==> config.mk <==
export PLATFORM = sky130hd
export DESIGN_NAME = uart_interrupt_enable_identify
export DESIGN_NICKNAME = d
export VERILOG_FILES = /design/src/uieid_pkg.sv /design/src/uart_interrupt_enable_identify.sv
export SDC_FILE = /design/constraint.sdc
export NUM_CORES = 1
export LEC_CHECK = 0
export ABC_AREA = 1
export ABC_CLOCK_PERIOD_IN_PS = 1600
export BUFFER_PORTS_ARGS = -buffer_cell sky130_fd_sc_hd__buf_2
export CORE_ASPECT_RATIO = 1.4
export CORE_MARGIN = 2
export CORE_UTILIZATION = 39
export DETAILED_ROUTE_END_ITERATION = 10
export GPL_ROUTABILITY_DRIVEN = 0
export PLACE_DENSITY = 0.83
export SLEW_MARGIN = 20
export SYNTH_ARGS = -nofsm -noshare
export SYNTH_HDL_FRONTEND = slang
export SYNTH_SLANG_ARGS = --single-unit
==> constraint.sdc <==
create_clock -name mclk -period 1.6 [get_ports mclk]
set_input_delay 0.08 -clock mclk [delete_from_list [all_inputs] [get_ports mclk]]
set_output_delay 0.08 -clock mclk [all_outputs]
set_load 0.02 [all_outputs]
==> src/uieid_pkg.sv <==
// Purpose: Shared constants and types for the UART interrupt enable/identify block
// Assumes: 32-bit register words at byte offsets, 6-bit byte address
// Notes: Offsets are byte addresses of the UART register map
package uieid_pkg;

  // Register byte offsets
  localparam logic [5:0] OFS_DATA = 6'h00;
  localparam logic [5:0] OFS_ENABLE = 6'h04;
  localparam logic [5:0] OFS_IDENT = 6'h08;
  localparam logic [5:0] OFS_DIV_HIGH = 6'h24;

  // Interrupt enable field positions
  localparam int EN_RX_DATA = 0;
  localparam int EN_TX_EMPTY = 1;
  localparam int EN_LINE_STATUS = 2;
  localparam int EN_WIDTH = 3;
  localparam logic [EN_WIDTH-1:0] EN_RESET = 3'h0;

  // Identification field positions and codes
  localparam int ID_PEND = 0;
  localparam int ID_CODE_LO = 1;
  localparam int ID_CODE_HI = 3;
  localparam int ID_QUEUE_LO = 6;
  localparam int ID_QUEUE_HI = 7;
  localparam logic [2:0] CODE_NONE = 3'h0;
  localparam logic [2:0] CODE_TX_EMPTY = 3'h1;
  localparam logic [2:0] CODE_RX_DATA = 3'h2;
  localparam logic [2:0] CODE_LINE_STATUS = 3'h3;
  localparam logic [2:0] CODE_TIMEOUT = 3'h6;
  localparam logic [1:0] QUEUE_OFF = 2'h0;
  localparam logic [1:0] QUEUE_ON = 2'h3;

  // Queue control field: queue enable bit
  localparam int FC_QUEUE_EN = 0;

  // Character times of receive idle before timeout
  localparam int TIMEOUT_CHARS = 4;
  localparam logic [2:0] TIMEOUT_LAST = 3'(TIMEOUT_CHARS - 1);

  // Reset values
  localparam logic [7:0] DIV_HIGH_RESET = 8'h00;
  localparam logic [31:0] WORD_ZERO = 32'h00000000;

  // Status from the receiver, transmitter and queues, all on mclk
  typedef struct packed {
    logic overrunEvent;   // One-cycle pulse: overrun detected
    logic errorDataHeld;  // Level: parity/framing/break data still unread
    logic rxDataReady;    // Level: non-queue receive buffer full
    logic rxAtTrigger;    // Level: receive queue at or above trigger
    logic rxQueueHolding; // Level: receive queue holds at least one character
    logic rxPush;         // One-cycle pulse: character entered receive queue
    logic txEmpty;        // Level: holding register or transmit queue empty
    logic charTick;       // One-cycle pulse per character time
  } uieid_src_t;

  // CPU register port request
  typedef struct packed {
    logic rd;
    logic wr;
    logic [5:0] addr;
    logic [31:0] wdata;
  } uieid_req_t;

endpackage

==> src/uart_interrupt_enable_identify.sv <==
// Purpose: Interrupt enable, prioritising and identification for a UART
// Assumes: All inputs on mclk; receiver, transmitter and queues live outside
// Notes: Owns the enable, divisor high byte and queue-enable bits; rest of map is outside
module uart_interrupt_enable_identify
  import uieid_pkg::*;
(
  input wire logic mclk,
  input wire logic reset_n,
  input wire uieid_req_t cpuReq,
  input wire logic divisor_access_select,
  input wire logic lineStatusRead,
  input wire uieid_src_t src,
  output logic [31:0] cpuRdata,
  output logic cpuRvalid,
  output logic cpuIrq,
  output logic [7:0] divisor_high_byte,
  output logic fifoControlWrite,
  output logic [7:0] fifoControlData,
  output logic rxBufferRead,
  output logic txHoldingWrite
);

  logic [EN_WIDTH-1:0] enable_q;
  logic [7:0] divHigh_q;
  logic queueMode_q;
  logic overrun_q;
  logic txEmptyPend_q;
  logic txEmptyPrev_q;
  logic [2:0] idleCount_q;
  logic timeout_q;
  logic [31:0] rdata_q;
  logic rvalid_q;
  logic irq_q;
  logic fcWrite_q;
  logic [7:0] fcData_q;
  logic [31:0] identWord;
  logic [31:0] enableWord;
  logic [2:0] sourceCode;
  logic anyPending;
  logic lsPend;
  logic rxPend;
  logic toPend;
  logic txPend;
  logic wrEnable;
  logic wrDivHigh;
  logic wrIdent;
  logic rxPop;
  logic txLoad;
  logic rxActivity;

  // Address decode of the CPU port
  always_comb begin
    wrEnable = cpuReq.wr && cpuReq.addr == OFS_ENABLE && !divisor_access_select;
    wrDivHigh = cpuReq.wr && ((cpuReq.addr == OFS_ENABLE && divisor_access_select) ||
                              cpuReq.addr == OFS_DIV_HIGH);
    wrIdent = cpuReq.wr && cpuReq.addr == OFS_IDENT;
    rxPop = cpuReq.rd && cpuReq.addr == OFS_DATA && !divisor_access_select;
    txLoad = cpuReq.wr && cpuReq.addr == OFS_DATA && !divisor_access_select;
    rxActivity = rxPop || src.rxPush;
  end

  assign rxBufferRead = rxPop;
  assign txHoldingWrite = txLoad;

  // Interrupt enable register, only the three defined bits are stored
  always_ff @(posedge mclk) begin
    if (!reset_n) begin
      enable_q <= EN_RESET;
    end else if (wrEnable) begin
      enable_q <= cpuReq.wdata[EN_WIDTH-1:0];
    end
  end

  // Divisor high byte, reachable at shared and dedicated addresses
  always_ff @(posedge mclk) begin
    if (!reset_n) begin
      divHigh_q <= DIV_HIGH_RESET;
    end else if (wrDivHigh) begin
      divHigh_q <= cpuReq.wdata[7:0];
    end
  end

  // Queue control write: keep the queue enable bit, pass the byte on
  always_ff @(posedge mclk) begin
    if (!reset_n) begin
      queueMode_q <= 1'b0;
      fcWrite_q <= 1'b0;
      fcData_q <= 8'h00;
    end else begin
      fcWrite_q <= wrIdent;
      if (wrIdent) begin
        queueMode_q <= cpuReq.wdata[FC_QUEUE_EN];
        fcData_q <= cpuReq.wdata[7:0];
      end
    end
  end

  // Overrun flag: set wins over the clear by a line status read
  always_ff @(posedge mclk) begin
    if (!reset_n) begin
      overrun_q <= 1'b0;
    end else if (src.overrunEvent) begin
      overrun_q <= 1'b1;
    end else if (lineStatusRead) begin
      overrun_q <= 1'b0;
    end
  end

  // Transmit empty flag: set on becoming empty, cleared by a transmit load
  always_ff @(posedge mclk) begin
    if (!reset_n) begin
      txEmptyPrev_q <= 1'b0;
      txEmptyPend_q <= 1'b0;
    end else begin
      txEmptyPrev_q <= src.txEmpty;
      if (src.txEmpty && !txEmptyPrev_q) begin
        txEmptyPend_q <= 1'b1;
      end else if (txLoad) begin
        txEmptyPend_q <= 1'b0;
      end
    end
  end

  // Character timeout: count idle character times while data is held
  always_ff @(posedge mclk) begin
    if (!reset_n) begin
      idleCount_q <= 3'h0;
      timeout_q <= 1'b0;
    end else if (!queueMode_q || !src.rxQueueHolding || rxActivity) begin
      idleCount_q <= 3'h0;
      timeout_q <= 1'b0;
    end else if (src.charTick && !timeout_q) begin
      if (idleCount_q == TIMEOUT_LAST) begin
        timeout_q <= 1'b1;
      end else begin
        idleCount_q <= idleCount_q + 3'h1;
      end
    end
  end

  // Enabled sources and priority encoding
  always_comb begin
    lsPend = (overrun_q || src.errorDataHeld) && enable_q[EN_LINE_STATUS];
    rxPend = (queueMode_q ? src.rxAtTrigger : src.rxDataReady) && enable_q[EN_RX_DATA];
    toPend = timeout_q && enable_q[EN_RX_DATA];
    txPend = txEmptyPend_q && enable_q[EN_TX_EMPTY];
    anyPending = lsPend || rxPend || toPend || txPend;
    if (lsPend) begin
      sourceCode = CODE_LINE_STATUS;
    end else if (rxPend) begin
      sourceCode = CODE_RX_DATA;
    end else if (toPend) begin
      sourceCode = CODE_TIMEOUT;
    end else if (txPend) begin
      sourceCode = CODE_TX_EMPTY;
    end else begin
      sourceCode = CODE_NONE;
    end
  end

  // Identification and enable words as read back
  always_comb begin
    identWord = WORD_ZERO;
    identWord[ID_PEND] = !anyPending;
    identWord[ID_CODE_HI:ID_CODE_LO] = sourceCode;
    identWord[ID_QUEUE_HI:ID_QUEUE_LO] = queueMode_q ? QUEUE_ON : QUEUE_OFF;
    enableWord = WORD_ZERO;
    enableWord[EN_WIDTH-1:0] = enable_q;
  end

  // Registered read data, one cycle after the read strobe
  always_ff @(posedge mclk) begin
    if (!reset_n) begin
      rdata_q <= WORD_ZERO;
      rvalid_q <= 1'b0;
    end else begin
      rvalid_q <= cpuReq.rd;
      if (cpuReq.rd) begin
        case (cpuReq.addr)
          OFS_ENABLE: begin
            rdata_q <= divisor_access_select ? {24'h000000, divHigh_q} : enableWord;
          end
          OFS_IDENT: begin
            rdata_q <= identWord;
          end
          OFS_DIV_HIGH: begin
            rdata_q <= {24'h000000, divHigh_q};
          end
          default: begin
            rdata_q <= WORD_ZERO;
          end
        endcase
      end
    end
  end

  // Request line to the CPU
  always_ff @(posedge mclk) begin
    if (!reset_n) begin
      irq_q <= 1'b0;
    end else begin
      irq_q <= anyPending;
    end
  end

  assign cpuRdata = rdata_q;
  assign cpuRvalid = rvalid_q;
  assign cpuIrq = irq_q;
  assign divisor_high_byte = divHigh_q;
  assign fifoControlWrite = fcWrite_q;
  assign fifoControlData = fcData_q;

endmodule

==> results of run 1 <==
-- kinds of logic (layout without fill, tap and decap cells) --
group,after synthesis,count (layout)
buffers and inverters,55,93
DFF,37,37
AOI/OAI and AO/OA,46,46
and+or+nand+nor,92,92
xor gates and xnor gates,1,1
adders and majority gates,2,2
other,1,24
-- state kept, by name (all words and copies together) (netlist names) --
name and count:
overrun_q 1, timeout_q 1, idleCount_q 3, enable_q 3
divisor_high_byte 8, cpuIrq 1, fifoControlWrite 1, txEmptyPrev_q 1
txEmptyPend_q 1, cpuRvalid 1, fifoControlData 8, cpuRdata 8
-- stage by stage --
step           utilization, %  setup slack, ps  area (um2)  std cells  hold WS, ps
3_3_place_gp             45.5             57.5        2070        348          287
5_1_grt                  48.0             7.37        2180        357         25.3
3_5_place_dp             45.5             7.42        2070        348          295
2_1_floorplan               -             80.2        1930        257          191
6_report                 48.0             70.8        2180        357         9.18
4_1_cts                  47.8             12.0        2170        356        0.803
-- cell usage after synthesis, drive strengths merged, types with 2 or more instances --
cell / n / area share (%)
nand2: 40 / 9.0
nor2: 29 / 8.2
a21oi: 21 / 6.7
ha: 2 / 1.4
o21ai: 21 / 6.3
a31oi: 2 / 0.68
nor3: 2 / 0.54
or2: 2 / 0.68
clkinv: 2 / 0.68
inv: 24 / 4.9
nand4: 7 / 2.4
dfxtp: 37 / 40
buf: 28 / 13
nand3: 10 / 3.3
-- tightest hold or removal path, delay by kind of cell --
family	cells	cell delay (ps)
simple gates	1	50
buf+inv	2	130
-- area by class of cell --
type | instances | area, um2 | area share [%]
repair buffers | 60 | 313 | 14.4
well taps | 62 | 77.6 | 3.56
clock buffers | 7 | 86.3 | 3.97
inverters | 26 | 103 | 4.71
multi-input cells | 165 | 856 | 39.3
flip-flops and latches | 37 | 742 | 34.1
-- layer usage --
layer  global-route usage, %  up-vias
met4                    9.67        0
met1                    18.4      720
met5                       0        -
li1                        -      825
met3                    4.27        6
met2                    27.4       62
-- timing repair --
action                                  CTS  global route
gates resized for setup                   2             1
pin swaps                                 2             1
endpoints found under the setup margin    1             1
setup buffers                             0             1
hold buffers                              1             0
endpoints found under the hold margin     1             0
-- power breakdown --
part	leakage [nW]	switching, mW	internal, mW	total, mW
Sequential	0.300	0.00614	0.932	0.938
Clock	0.0443	0.291	0.341	0.632
Combinational	0.744	0.135	0.0536	0.189
Total	1.09	0.432	1.33	1.76
-- worst paths after layout --
path                            cells after the start             end            from  slack [ps]
worst max-delay path                                6  idleCount_q[0]  idleCount_q[0]          70
worst min-delay path                                3   txEmptyPrev_q          src[1]           9
worst max register to register                      6  idleCount_q[0]  idleCount_q[0]          70
worst min register to register                      1   txEmptyPend_q   txEmptyPrev_q         430
==> flow_metrics.env, run 1 <==
export IMPL_count_of_clock_tree_sinks=37
export IMPL_initialDrtViolationCount=48
export IMPL_worst_skew_pair_late_latency_ps=280
export IMPL_synthFlopType="sky130_fd_sc_hd__dfxtp_1"
export IMPL_power_ir_vdd_worst_v=0.000520
export IMPL_wl_met3_um=252
export IMPL_crit_path_top_delay_cell="sky130_fd_sc_hd__or3b_4"
export IMPL_wire_length_of_the_first_global_routing_pass_mm=6.58
export IMPL_synth_fa_ha_area_share_pct=1.36
export IMPL_number_of_vias_after_detailed_routing=1613
export IMPL_arrival_ps=1700
export IMPL_cts_tree="yes"
export IMPL_die_width_um=62.1
export IMPL_hold_path_class="in -> reg"
export IMPL_number_of_enable_flip_flop_cells_after_synthesis=0
export IMPL_synthesized_area_fraction_occupied_by_ao_oa_aoi_and_oai_cells_pct=14.5
export IMPL_grt_overflow=0
export IMPL_synth_seq_area_share_pct=40.2
export IMPL_final_antenna_net_count=0
export IMPL_path_cells="ha_1, ha_2, or3b_4, buf_4, xor2_1, nor2_1"
export IMPL_worst_path_buf_inv=1
export IMPL_path_delay_family="simple AND/OR/NAND/NOR gates"
export IMPL_cts_buffers_inserted=5
export IMPL_layout_drive_gt1_share_pct=30.5
export IMPL_port_buffers=56
export IMPL_fillerInstances=461
export IMPL_final_common_cell="sky130_fd_sc_hd__buf_2"
export IMPL_synth_warning_count=0
export IMPL_maximum_fanout_along_the_worst_path=3
export IMPL_powerDensity_nw_per_um2=808
export IMPL_power_total_mw=1.76
export IMPL_path_class="reg -> reg"
export IMPL_die_area_um2=5300
export IMPL_synth_seq_cells=37
export IMPL_dp_hpwl_mm=3.11
export IMPL_root_buffer="sky130_fd_sc_hd__clkbuf_8"
export IMPL_top_ports=105
export IMPL_start_kind="flop"
export IMPL_most_common_layout_cells="sky130_fd_sc_hd__buf_2, sky130_fd_sc_hd__nand2_1, sky130_fd_sc_hd__dfxtp_1"
export IMPL_avgViaCountPerCell=4.52
export IMPL_clkTransAtPathRegs_ps=60
export IMPL_max_cap_violations=0
export IMPL_grt_setup_unrepaired="no"
export IMPL_yosys_mux_area_fraction_pct=0
export IMPL_routed_wl_mm=3.97
export IMPL_critPathMaxStageDelay_ps=380
export IMPL_worst_setup_path_end_kind="flop"
export IMPL_clock_fmax_mhz=654
export IMPL_timing_max_transition_violations_final=0
export IMPL_setup_viol_count_final=0
export IMPL_clockBufferDepth=2
export IMPL_main_combinational_cell_family_by_area_after_synthesis="simple AND/OR/NAND/NOR gates"
export IMPL_drc_errors=0
export IMPL_netlist_area_um2=1840
export IMPL_syn_mean_instance_area_um2=7.87
export IMPL_wl_per_cell_um=11.1
export IMPL_syn_instance_count=234
export IMPL_synthXorXnorAreaFrac_pct=0.476
export IMPL_initial_core_util_pct=40.6
export IMPL_met2WireLength_mm=2.09
export IMPL_die_h_um=85.3
export IMPL_grt_antenna_before_repair=0
export IMPL_grt_pass1_vias=1482
export IMPL_gr_usage_all_layers_pct=16.6
export IMPL_period_needed_ps=1530
export IMPL_route_layer_met1_wl_mm=1.53
export IMPL_fin_worst_skew_ps=6.25
export IMPL_cts_htree_levels=2
export IMPL_p_leak_nw=1.09
export IMPL_antenna_cells=0
export IMPL_areaGrowthSynthToFinish_pct=18.2
export IMPL_top_layer_used="met4"
export IMPL_status="completed"
export IMPL_fin_tns_setup_ps=0
export IMPL_maximum_number_of_pins_on_one_net_before_global_route_repair=25
export IMPL_finalCritPeriodShare_pct=95.6
export IMPL_required_ps=1770
export IMPL_placementRows=29
export IMPL_finalHoldViolCount=0
export IMPL_finalNetCount=349
export IMPL_async_reset_ff_share_pct=0
export IMPL_firstDrtPassIters=5
export IMPL_yosysUniqueCellTypes=33
export IMPL_synth_simple_gate_area_share_pct=24.9
export IMPL_core_region_area_um2=4540
No activity file was read; power rests on OpenSTA's default activity.
==> run 2: changes to the inputs <==
--- a/config.mk
+++ b/config.mk
@@ -13,6 +13,7 @@
 export CORE_UTILIZATION = 39
 export DETAILED_ROUTE_END_ITERATION = 10
 export GPL_ROUTABILITY_DRIVEN = 0
+export GPL_TIMING_DRIVEN = 0
 export PLACE_DENSITY = 0.83
 export SLEW_MARGIN = 20
 export SYNTH_ARGS = -nofsm -noshare
==> run 2 against run 1 <==
Clock power fell by 2%. Critical path depth fell by 1. Highest routed layer unchanged. Setup slack got worse by 4.6 ps. First-iteration DRC count rose by 27%. Sequential share of layout area fell by 3.5 points. Cell area rose by 11%. Register-to-register slack barely moved. Global-route usage rose by 1.1 points.
==> flow_metrics.env, run 2 (synthesis results as in run 1) <==
export IMPL_timing_reg2reg_worst_path_depth=5
export IMPL_clockBufferDepth=2
export IMPL_path_delay_family="simple AND/OR/NAND/NOR gates"
export IMPL_dp_hpwl_mm=3.47
export IMPL_grt_setup_unrepaired="no"
export IMPL_grt_antenna_before_repair=0
export IMPL_max_cap_violations=0
export IMPL_dp_cells=375
export IMPL_wl_per_cell_um=11.3
export IMPL_timing_max_transition_violations_final=0
export IMPL_routed_wl_mm=4.39
export IMPL_cts_buffers_inserted=5
export IMPL_power_combinational_fraction_pct=13.3
export IMPL_top_ports=105
export IMPL_start_point_of_the_worst_min_delay_path="cpuReq[7]"
export IMPL_required_ps=1830
export IMPL_start_kind="flop"
export IMPL_worst_path_buf_inv=0
export IMPL_clkTransAtPathRegs_ps=70
export IMPL_p_leak_nw=1.25
export IMPL_hold_path_end="divisor_high_byte[7]"
export IMPL_die_h_um=85.3
export IMPL_initial_core_util_pct=40.6
export IMPL_fin_tns_setup_ps=0
export IMPL_worst_path_stages=5
export IMPL_finalCritPeriodShare_pct=95.9
export IMPL_final_antenna_net_count=0
export IMPL_final_common_cell="sky130_fd_sc_hd__buf_2"
export IMPL_hold_path_class="in -> reg"
export IMPL_crit_path_top_delay_cell="sky130_fd_sc_hd__or3b_4"
export IMPL_internal_power_mw=1.33
export IMPL_finalHoldViolCount=0
export IMPL_root_buffer="sky130_fd_sc_hd__clkbuf_8"
export IMPL_power_total_mw=1.80
export IMPL_cts_tree="yes"
export IMPL_path_cells="ha_1, ha_2, or3b_4, or2_2, a21oi_2"
export IMPL_netSwitchingFraction_pct=26.1
export IMPL_initialDrtViolationCount=61
export IMPL_grt_pass1_vias=1603
export IMPL_die_area_um2=5300
export IMPL_worst_setup_path_end_kind="flop"
export IMPL_drc_errors=0
export IMPL_regToRegEndpoint="idleCount_q[2]"
export IMPL_reg2reg_slack_ps=70
export IMPL_power_ir_vdd_worst_v=0.000407
export IMPL_grt_overflow=0
export IMPL_path_class="reg -> reg"
export IMPL_number_of_vias_after_detailed_routing=1707
export IMPL_antenna_cells=0
export IMPL_core_region_area_um2=4540
export IMPL_period_needed_ps=1530
export IMPL_p_clk_share_pct=34.5
export IMPL_fin_worst_skew_ps=6.55
export IMPL_critPathMaxStageDelay_ps=380
export IMPL_most_common_layout_cells="sky130_fd_sc_hd__buf_2, sky130_fd_sc_hd__nand2_1, sky130_fd_sc_hd__dfxtp_1"
export IMPL_gr_usage_all_layers_pct=17.7
export IMPL_worst_skew_pair_late_latency_ps=290
export IMPL_avgViaCountPerCell=4.40
export IMPL_maximum_number_of_pins_on_one_net_before_global_route_repair=12
export IMPL_switching_power_mw=0.469
export IMPL_die_width_um=62.1
export IMPL_status="completed"
export IMPL_timing_hold_ws_ps=35.1
export IMPL_cts_htree_levels=2
export IMPL_arrival_ps=1760
export IMPL_maximum_fanout_along_the_worst_path=4
export IMPL_placementRows=29
export IMPL_finalNetCount=379
export IMPL_areaGrowthSynthToFinish_pct=31.7
export IMPL_port_buffers=56
export IMPL_post_layout_nonfiller_instances=388
export IMPL_powerDensity_nw_per_um2=741
export IMPL_timing_rr_start="idleCount_q[0]"
export IMPL_firstDrtPassIters=5
export IMPL_layout_drive_gt1_share_pct=36.5
export IMPL_flop_pwr_share_pct=52.2
export IMPL_min_path_cells=3
export IMPL_clock_fmax_mhz=652
export IMPL_setup_viol_count_final=0
export IMPL_count_of_clock_tree_sinks=37
export IMPL_wire_length_of_the_first_global_routing_pass_mm=7.00
[run 2: worst max path at each step]
stage                   start             end
3_3_place_gp   idleCount_q[0]  idleCount_q[2]
2_1_floorplan  idleCount_q[0]  idleCount_q[2]
3_5_place_dp   idleCount_q[0]  idleCount_q[2]
6_report       idleCount_q[0]  idleCount_q[2]
4_1_cts        idleCount_q[0]  idleCount_q[2]
5_1_grt        idleCount_q[0]  idleCount_q[2]
[run 2: timing repair]
action | CTS | global route
pin swaps | 1 | 1
cloned | 0 | 0
hold endpoints to repair | 2 | 0
endpoints found under the setup margin | 1 | 2
buffers inserted | 2 | 1
hold buffers | 2 | 0
gates resized for setup | 0 | 4
[run 2: through the flow]
step,area [um2],utilization [%],worst slack (ps)
after floorplan,1930,-,80.2
after global placement,2290,50.4,51.8
after detailed placement,2290,50.4,11.6
after CTS,2400,53.0,0.147
after global routing,2430,53.5,2.44
final,2430,53.5,66.3
[run 2: cell type report]
cell class                      instances  area (um2)
Clock inverter                          2        10.0
Multi-Input combinational cell        165         863
Clock buffer                            6        72.6
Timing Repair Buffer                   61         323
Inverter                               26         103
Buffer                                 29         235
Tap cell                               62        77.6
Sequential cell                        37         742
Fill cell                             459        2110
[run 2: power by group through the flow]
stage / Combinational [mW] / Clock, mW / Sequential, mW
after detailed placement: 0.228 / 0 / 0.959
after CTS: 0.236 / 0.640 / 0.938
after global placement: 0.226 / 0 / 0.959
final: 0.240 / 0.619 / 0.938
after global routing: 0.265 / 0.676 / 0.939
after floorplan: 0.156 / 0 / 0.964
[run 2: tightest hold or removal path: cells and delay by family]
family / cells / cell delay, ps
AND/OR/NAND/NOR: 2 / 120
buffers and inverters: 1 / 90
[run 2: routing by layer]
layer  share of wire, %  routed length (um)  vias to the layer above  GRT usage [%]
met5                  0                   0                        -              0
met4                2.5                 110                        0           8.32
met3                7.4                 323                        9           5.64
met2                 53                2330                       68           31.1
met1                 37                1630                      740           18.1
li1                   -                   -                      890              -
